[config.mk]
export PLATFORM = sky130hd
export DESIGN_NAME = ssmsp_top
export DESIGN_NICKNAME = d
export VERILOG_FILES = /design/src/ssmsp_pkg.sv /design/src/ssmsp_top.sv
export SDC_FILE = /design/constraint.sdc
export NUM_CORES = 1
export LEC_CHECK = 0
export BUFFER_PORTS_ARGS = -buffer_cell sky130_fd_sc_hd__buf_2
export CORE_MARGIN = 2
export CORE_UTILIZATION = 50
export CTS_BUF_LIST = sky130_fd_sc_hd__clkbuf_4 sky130_fd_sc_hd__clkbuf_8
export DETAILED_ROUTE_END_ITERATION = 10
export PLACE_DENSITY_LB_ADDON = 0.05
export RECOVER_POWER = 25
export SYNTH_ARGS = -nofsm -noshare
export SYNTH_HDL_FRONTEND = slang
export SYNTH_SLANG_ARGS = --single-unit
[constraint.sdc]
create_clock -name core_clk_in -period 2.8 [get_ports core_clk_in]
set_clock_uncertainty 0.1 [all_clocks]
set_input_delay 0.84 -clock core_clk_in [delete_from_list [all_inputs] [get_ports core_clk_in]]
set_output_delay 0.84 -clock core_clk_in [all_outputs]
set_load 0.01 [all_outputs]
[src/ssmsp_pkg.sv]
// constants, types and state layout of the serial control port
package ssmsp_pkg;

    // ------------------------------------------------------------------
    // register map
    // ------------------------------------------------------------------
    localparam int          REG_COUNT       = 26;
    localparam logic [7:0]  REG_LAST        = 8'h19;
    localparam logic [7:0]  REG_SYNC_CTRL   = 8'h0e;
    localparam logic [7:0]  REG_SYNC_STATUS = 8'h14;
    localparam logic [7:0]  REG_MODE        = 8'h15;
    localparam logic [7:0]  MODE_RESET      = 8'hc0;
    localparam logic [7:0]  STATUS_RESET    = 8'h00;

    // bit positions in the sync control and status registers
    localparam int CTRL_AVS_OVR = 1;
    localparam int CTRL_AVS_VAL = 0;
    localparam int STAT_LPOL    = 5;
    localparam int STAT_FACT    = 4;
    localparam int STAT_AVS     = 3;
    localparam int STAT_FPOL    = 2;
    localparam int STAT_GACT    = 1;
    localparam int STAT_HPOL    = 0;

    // ------------------------------------------------------------------
    // serial bus
    // ------------------------------------------------------------------
    localparam logic [5:0] SLAVE_ADDR_HI = 6'h26;
    localparam logic [3:0] BIT_ACK       = 4'h8;
    localparam logic [3:0] BIT_END       = 4'h9;

    // ------------------------------------------------------------------
    // timing
    // ------------------------------------------------------------------
    localparam int CLK_KHZ        = 20000;
    localparam int ACT_TIMEOUT_MS = 50;
    localparam int ACT_CNT_W      = 20;

    // ------------------------------------------------------------------
    // types
    // ------------------------------------------------------------------
    typedef enum logic [2:0] {
        ST_IDLE  = 3'h0,
        ST_ADDR  = 3'h1,
        ST_REG   = 3'h3,
        ST_WDATA = 3'h2,
        ST_RDATA = 3'h6
    } ssmsp_state_e_t;

    // field order matches the mode register, msb first
    typedef struct packed {
        logic       port_split_enable;
        logic       parallel_timing;
        logic       first_pixel_port_swap;
        logic       packing_422;
        logic       input_channel;
        logic [1:0] bandwidth_code;
        logic       external_pixel_clock_select;
    } ssmsp_mode_t;

    typedef struct packed {
        logic line_sync_pol;
        logic frame_sync;
        logic frame_sync_pol;
        logic green_embedded_sync;
        logic hold_pol;
    } ssmsp_sync_t;

    typedef struct packed {
        ssmsp_state_e_t                st;
        logic [3:0]                    cnt;
        logic [7:0]                    shreg;
        logic [7:0]                    tx;
        logic [7:0]                    ptr;
        logic                          rw;
        logic                          nack;
        logic                          scl_d;
        logic                          sda_d;
        logic                          sda_o;
        logic                          sda_oe;
        logic [REG_COUNT-1:0][7:0]     regs;
        logic [7:0]                    status;
        logic                          frame_d;
        logic                          green_d;
        logic [ACT_CNT_W-1:0]          frame_cnt;
        logic [ACT_CNT_W-1:0]          green_cnt;
        logic                          frame_act;
        logic                          green_act;
        logic                          phase;
        logic                          load_a;
        logic                          load_b;
        ssmsp_mode_t                   mode;
        logic                          port_b_hiz;
        logic                          blue_hiz;
    } ssmsp_q_t;

endpackage

[src/ssmsp_top.sv]
// two-wire slave control port with sync status and mode registers
//
// Function
// RQ1: status bit 5 gives detected line sync polarity, 1 positive.
// RQ2: status bit 4 is 1 while the selected frame sync toggles.
// RQ3: status bit 3 frame source: override copies control bit, else inverse activity.
// RQ4: status bit 2 gives frame sync polarity, 1 means active low.
// RQ5: status bit 1 is 1 while green-embedded sync shows activity.
// RQ6: status bit 0 gives detected hold input polarity, 1 positive.
// RQ7: mode bit 7 splits pixels over ports; 0 floats port B; resets 1.
// RQ8: mode bit 6 picks dual-port timing, resets 1, ignored single-port.
// RQ9: bit 6 high loads both ports every second pixel, else alternately.
// RQ10: mode bit 5 swaps which port gets the first pixel of a line.
// RQ11: mode bit 4 selects 4:2:2, floating the blue outputs.
// RQ12: mode bit 3 selects analog input channel 0 or 1.
// RQ13: mode bits 2:1 carry the analog bandwidth code.
// RQ14: mode bit 0 selects external pixel clock; resets 0.
// RQ15: data changes only with clock low; high-clock changes are start/stop.
// RQ16: start from idle begins a transfer; stop ends it.
// RQ17: first byte is address plus direction; acknowledge only on match.
// RQ18: slave address is 100110 plus the address select pin.
// RQ19: every byte moves most significant bit first.
// RQ20: without acknowledge the data line stays released.
// RQ21: write sets base address, auto-increments, saturates at 19h, rejects above.
// RQ22: reads start at the previously written base and increment.
// RQ23: repeated start without stop restarts addressing.
`timescale 1ns/10ps
`default_nettype none

module ssmsp_top
    import ssmsp_pkg::*;
#(
    parameter int unsigned ACT_TIMEOUT_CYC = ACT_TIMEOUT_MS * CLK_KHZ
) (
    input  wire logic        core_clk_in,
    input  wire logic        rstn_in,
    input  wire logic        scl_in,
    input  wire logic        sda_in,
    output var  logic        sda_out,
    output var  logic        sda_oe_out,
    input  wire logic        address_select_pin_in,
    input  wire ssmsp_sync_t sync_in,
    input  wire logic        pixel_strobe_in,
    input  wire logic        line_start_in,
    output var  ssmsp_mode_t mode_out,
    output var  logic        port_b_hiz_out,
    output var  logic        blue_hiz_out,
    output var  logic        port_a_load_out,
    output var  logic        port_b_load_out
);

    localparam logic [ACT_CNT_W-1:0] ACT_LOAD = ACT_CNT_W'(ACT_TIMEOUT_CYC);

    ssmsp_q_t   q;
    ssmsp_q_t   next_q;
    logic       rise;
    logic       fall;
    logic       start_c;
    logic       stop_c;
    logic       addr_hit;
    logic [7:0] rd_byte;

    // ------------------------------------------------------------------
    // bus conditions
    // ------------------------------------------------------------------
    assign rise     = scl_in & ~q.scl_d;
    assign fall     = ~scl_in & q.scl_d;
    // sda moving while scl stays high is never data
    assign start_c  = scl_in & q.scl_d & q.sda_d & ~sda_in; // RQ15
    assign stop_c   = scl_in & q.scl_d & ~q.sda_d & sda_in; // RQ15
    assign addr_hit = q.shreg[7:1] ==
                      {SLAVE_ADDR_HI, address_select_pin_in}; // RQ18
    // status is assembled live, the rest comes from storage
    assign rd_byte  = (q.ptr == REG_SYNC_STATUS) ? q.status
                                                 : q.regs[q.ptr[4:0]];

    // ------------------------------------------------------------------
    // next state
    // ------------------------------------------------------------------
    always_comb begin
        next_q        = q;
        next_q.scl_d  = scl_in;
        next_q.sda_d  = sda_in;
        next_q.load_a = 1'b0;
        next_q.load_b = 1'b0;

        if (start_c) begin
            // a repeated start lands here too, keeping the pointer
            next_q.st     = ST_ADDR; // RQ16 RQ23
            next_q.cnt    = 4'h0;
            next_q.sda_oe = 1'b0;
        end else if (stop_c) begin
            next_q.st     = ST_IDLE; // RQ16
            next_q.cnt    = 4'h0;
            next_q.sda_oe = 1'b0;
        end else if (q.st != ST_IDLE && rise) begin
            if (q.cnt < BIT_ACK) begin
                next_q.shreg = {q.shreg[6:0], sda_in}; // RQ19
            end
            if (q.cnt == BIT_ACK) begin
                next_q.nack = sda_in;
            end
            next_q.cnt = q.cnt + 4'h1;
        end else if (q.st != ST_IDLE && fall) begin
            if (q.cnt == BIT_ACK) begin
                unique case (q.st)
                    ST_ADDR: begin
                        if (addr_hit) begin
                            next_q.sda_oe = 1'b1; // RQ17
                            next_q.rw     = q.shreg[0];
                        end else begin
                            next_q.st = ST_IDLE; // RQ17 RQ20
                        end
                    end
                    ST_REG: begin
                        if (q.shreg <= REG_LAST) begin
                            next_q.sda_oe = 1'b1; // RQ21
                            next_q.ptr    = q.shreg;
                        end else begin
                            next_q.st = ST_IDLE; // RQ21 RQ20
                        end
                    end
                    ST_WDATA: begin
                        next_q.sda_oe = 1'b1;
                        // the status register silently drops writes
                        if (q.ptr != REG_SYNC_STATUS) begin
                            next_q.regs[q.ptr[4:0]] = q.shreg;
                        end
                        if (q.ptr != REG_LAST) begin
                            next_q.ptr = q.ptr + 8'h01; // RQ21
                        end
                    end
                    ST_RDATA: begin
                        next_q.sda_oe = 1'b0;
                        if (q.ptr != REG_LAST) begin
                            next_q.ptr = q.ptr + 8'h01; // RQ22
                        end
                    end
                    default: begin
                        next_q.st = ST_IDLE;
                    end
                endcase
            end else if (q.cnt == BIT_END) begin
                next_q.cnt    = 4'h0;
                next_q.sda_oe = 1'b0;
                unique case (q.st)
                    ST_ADDR: begin
                        if (q.rw) begin
                            next_q.st     = ST_RDATA; // RQ22
                            next_q.tx     = rd_byte;
                            next_q.sda_oe = ~rd_byte[7]; // RQ19
                        end else begin
                            next_q.st = ST_REG;
                        end
                    end
                    ST_REG: begin
                        next_q.st = ST_WDATA;
                    end
                    ST_WDATA: begin
                        next_q.st = ST_WDATA;
                    end
                    ST_RDATA: begin
                        if (q.nack) begin
                            next_q.st = ST_IDLE; // RQ20
                        end else begin
                            next_q.tx     = rd_byte; // RQ22
                            next_q.sda_oe = ~rd_byte[7];
                        end
                    end
                    default: begin
                        next_q.st = ST_IDLE;
                    end
                endcase
            end else if (q.st == ST_RDATA && q.cnt != 4'h0) begin
                // drive only after scl has fallen
                next_q.tx     = {q.tx[6:0], 1'b0}; // RQ19
                next_q.sda_oe = ~q.tx[6]; // RQ15
            end
        end

        // --------------------------------------------------------------
        // activity detectors: a timeout, so a stuck line reads inactive
        // --------------------------------------------------------------
        next_q.frame_d = sync_in.frame_sync;
        next_q.green_d = sync_in.green_embedded_sync;
        if (sync_in.frame_sync != q.frame_d) begin
            next_q.frame_cnt = ACT_LOAD;
            next_q.frame_act = 1'b1; // RQ2
        end else if (q.frame_cnt != '0) begin
            next_q.frame_cnt = q.frame_cnt - 1'b1;
        end else begin
            next_q.frame_act = 1'b0; // RQ2
        end
        if (sync_in.green_embedded_sync != q.green_d) begin
            next_q.green_cnt = ACT_LOAD;
            next_q.green_act = 1'b1; // RQ5
        end else if (q.green_cnt != '0) begin
            next_q.green_cnt = q.green_cnt - 1'b1;
        end else begin
            next_q.green_act = 1'b0; // RQ5
        end

        // --------------------------------------------------------------
        // status assembly
        // --------------------------------------------------------------
        next_q.status            = STATUS_RESET;
        next_q.status[STAT_LPOL] = sync_in.line_sync_pol; // RQ1
        next_q.status[STAT_FACT] = q.frame_act; // RQ2
        next_q.status[STAT_AVS]  = q.regs[REG_SYNC_CTRL][CTRL_AVS_OVR]
                                 ? q.regs[REG_SYNC_CTRL][CTRL_AVS_VAL]
                                 : ~q.frame_act; // RQ3
        next_q.status[STAT_FPOL] = sync_in.frame_sync_pol; // RQ4
        next_q.status[STAT_GACT] = q.green_act; // RQ5
        next_q.status[STAT_HPOL] = sync_in.hold_pol; // RQ6

        // --------------------------------------------------------------
        // mode decode and pixel port steering
        // --------------------------------------------------------------
        next_q.mode       = ssmsp_mode_t'(q.regs[REG_MODE]); // RQ12 RQ13 RQ14
        next_q.port_b_hiz = ~q.mode.port_split_enable; // RQ7
        next_q.blue_hiz   = q.mode.packing_422; // RQ11
        if (line_start_in) begin
            next_q.phase = 1'b0; // RQ10
        end else if (pixel_strobe_in) begin
            next_q.phase = ~q.phase;
            if (!q.mode.port_split_enable) begin
                next_q.load_a = 1'b1; // RQ7 RQ8
            end else if (q.mode.parallel_timing) begin
                next_q.load_a = q.phase; // RQ9
                next_q.load_b = q.phase; // RQ9
            end else begin
                next_q.load_a = q.phase == q.mode.first_pixel_port_swap; // RQ10
                next_q.load_b = q.phase != q.mode.first_pixel_port_swap; // RQ9
            end
        end
    end

    // ------------------------------------------------------------------
    // state register
    // ------------------------------------------------------------------
    always_ff @(posedge core_clk_in or negedge rstn_in) begin
        if (!rstn_in) begin
            q                <= '0;
            q.regs[REG_MODE] <= MODE_RESET; // RQ7 RQ8 RQ14
            q.mode           <= ssmsp_mode_t'(MODE_RESET);
            q.scl_d          <= 1'b1;
            q.sda_d          <= 1'b1;
        end else begin
            q <= next_q;
        end
    end

    assign sda_out         = q.sda_o;
    assign sda_oe_out      = q.sda_oe;
    assign mode_out        = q.mode;
    assign port_b_hiz_out  = q.port_b_hiz;
    assign blue_hiz_out    = q.blue_hiz;
    assign port_a_load_out = q.load_a;
    assign port_b_load_out = q.load_b;
endmodule

`default_nettype wire

==> results.toml <==
[drt]
avgRoutedWirePerCell_um = 21.5
drt_pre_antenna_iters = 5
drc_errors = 0
routed_wl_mm = 35.4
ant_nets = 0
via_per_inst = 5.81
num_vias = 9551
drtIter0Drc = 605

[outcome]
violations = "max-capacitance violations, max-slew violations"
status = "complete, but fails checks"

[worst_hold_path]
hold_end = "q[57]$_DFF_PN0_"
hold_path_depth = 1
worstHoldPathType = "in2reg"
hp-start = "sync_in[0]"

[placement]
place_inst = 1546
place_hpwl_mm = 23.3
io_buffer_count = 24
dp_slack_ps = 152
place_congestion = 0.847

[sta]
finalMaxSlewViolations = 40
fin_crit_sh_pct = 92.5
setup_ws_ps = 209
final-setup-viol-count = 0
grt_setup_unrepaired = "false"
fin_tns_setup_ps = 0
max-slew-margin-rel_pct = -37.8
worst_pin_slew_ps = 2060
hold_viol = 0
fmax_ghz = 0.386
min_period_ps = 2590

[clock_tree]
postCtsSetupRepairBufs = 0
clk_latency_ps = 580
ctsResizeCount = 0
clockRootBuffer = "clkbuf_8"
numCtsBuffers = 54
cts_hold_buf = 0
cts_tree = "done"
h-tree-depth = 2
numClockSinks = 306
clock_path_buffers = 3
cts.clk_slew.worst_paths_ps = 60

[floorplanning]
die_height_um = 176
core-area_mm2 = 0.0295
die_area_mm2 = 0.0311
fp-row-count = 63
initial_core_util_pct = 50.4
die_x_um = 176
ios = 26

[synth]
ys_seq_elements = 306
synth_edf_count = 0
netlist_area_mm2 = 0.0149
synth-async-reset-ratio_pct = 100
syn_area_per_cell_um2 = 12.9
synth_top_flop_cell = "dfrtp_1"
synth_cells = 1150
yosysUniqueCellTypes = 84
yosys_warnings = 0
synth_nets = 1171
yosysSeqAreaShare_pct = 51.5

[critical_path]
reg2reg_slack_ps = 210
cp.required_ps = 3150
worstReg2RegStart = "q[284]$_DFFE_PN0P_"
crit_path_max_fanout = 8
start_kind = "register"
critPathArrivalTime_ps = 2940
r2r_cells = 6
end_kind = "register"
crit_type = "reg2reg"

[finish]
syn2layout_area_growth_pct = 13.4
stdcell_count = 1645
drive_gt1_share_pct = 39.2
finalNetCount = 1233
diodes = 0

[global_routing]
antenna_found_initial = 0
use_met2_pct = 37.5
grt_pass1_vias = 9813
busiest_layer = "met2"
grt_use_met1_pct = 33.7
use_met3_pct = 4.24
grt_start_max_net_pins = 87
grt_pass1_wl_mm = 57.0
grt.total_usage_pct = 23.7
grt-ovfl-total = 0

[power]
leakagePower_nw = 8.21
p_per_area_mw_per_mm2 = 659
ir_drop_mv = 0.379

[run]
drv_cap = 1
final cells by class:
class / count / area, um2
clock buffer: 87 / 1080
inverter: 18 / 67.6
timing repair buffer: 83 / 676
sequential: 306 / 7670
fill: 2502 / 12600
multi-input combinational: 749 / 6720
tap: 390 / 488
clock inverter: 12 / 164
per-layer routing:
| metal | part of all wire [%] | wire length (um) | vias to the layer above |
|---|---|---|---|
| met5 | 0 | 0 | - |
| met4 | 2.4 | 859 | 0 |
| met3 | 4.1 | 1440 | 63 |
| met2 | 46 | 16400 | 192 |
| li1 | - | - | 4389 |
| met1 | 47 | 16600 | 4907 |
power breakdown:
part / internal (mW) / total [mW] / switching [mW]
Sequential: 4.59 / 4.88 / 0.285
Clock: 2.80 / 4.65 / 1.85
Combinational: 0.520 / 1.59 / 1.07
synthesized netlist by cell type, types with 5 or more instances:
cell type / n / share of area, %
nor2_1: 47 / 1.2
or4_1: 8 / 0.40
or2_2: 6 / 0.25
mux4_2: 37 / 5.6
a22o_1: 8 / 0.47
mux2_1: 9 / 0.68
dfrtp_1: 300 / 50
mux2_2: 225 / 17
nand3_1: 19 / 0.64
o211ai_1: 8 / 0.40
mux2i_1: 25 / 1.7
a21oi_1: 33 / 1.1
nand4_1: 5 / 0.21
buf_6: 7 / 0.53
a211oi_1: 7 / 0.35
o22ai_1: 7 / 0.29
ha_1: 9 / 0.76
or3_1: 14 / 0.59
dfstp_2: 6 / 1.1
inv_1: 17 / 0.43
buf_4: 17 / 0.86
a2bb2oi_1: 5 / 0.29
clkbuf_1: 38 / 0.96
nor4_1: 7 / 0.29
nor3_1: 18 / 0.61
nor2b_1: 7 / 0.29
o21ai_0: 27 / 0.91
nand2b_1: 10 / 0.42
buf_2: 10 / 0.34
xor2_1: 7 / 0.41
nand3b_1: 8 / 0.40
a31oi_1: 7 / 0.29
a22oi_1: 6 / 0.30
nand2_1: 57 / 1.4
nand2_4: 23 / 1.7
xnor2_1: 11 / 0.65
o31ai_1: 11 / 0.56
how the worst max path moves through the flow:
stage / slack (ps) / startpoint / to / cells after the start
3_3_place_gp: 190 / scl_in / register / 8
3_5_place_dp: 150 / scl_in / register / 8
6_report: 210 / q[284]$_DFFE_PN0P_ / register / 6
5_1_grt: 100 / q[279]$_DFFE_PN0P_ / register / 8
2_1_floorplan: 30 / q[279]$_DFFE_PN0P_ / register / 13
4_1_cts: 200 / q[279]$_DFFE_PN0P_ / register / 8
through the flow:
| step | area [um2] | power, mW | utilization (%) | hold slack [ps] |
|---|---|---|---|---|
| 6_report | 16900 | 11.1 | 57.2 | 270 |
| 5_1_grt | 16900 | 11.7 | 57.2 | 253 |
| 4_1_cts | 16900 | 11.2 | 57.2 | 28.7 |
| 3_5_place_dp | 15600 | 6.55 | 53.0 | 264 |
| 3_3_place_gp | 15600 | 6.54 | 53.0 | 264 |
| 2_1_floorplan | 14900 | 5.85 | - | 254 |
cell families after synthesis:
family / Yosys count / synth area share [%]
buffers and inverters: 95 / 3.28
other: 1 / 0.0252
XOR/XNOR: 18 / 1.06
AO/OA/AOI/OAI: 157 / 7.29
AND/OR/NAND/NOR: 268 / 11.0
flip-flops: 306 / 51.5
adder cells (fa/ha/maj): 9 / 0.757
multiplexers: 296 / 25.0
critical path: stages (launching register included):
cell	delay, ps
dfrtp_1	420
or4b_1	630
or2_1	380
and4_1	260
buf_4	180
nand2_4	150
mux2_2	350
layout by cell type, fill, tap and decap left out, types with 9 or more instances in the layout:
master      n
clkbuf_8   68
nor3_1     18
ha_1        9
nand2_4    23
inv_1      17
buf_2      19
o31ai_1    11
mux2_1      9
buf_4      49
dfrtp_1   298
mux2i_1    25
clkbuf_4   19
xnor2_1    11
mux2_2    225
a21oi_1    33
or3_1      14
o21ai_0    27
buf_12      9
mux4_2     37
nand3_1    19
nand2_1    57
nor2_1     47
nand2b_1   10
(Power assumes the default switching activity.)
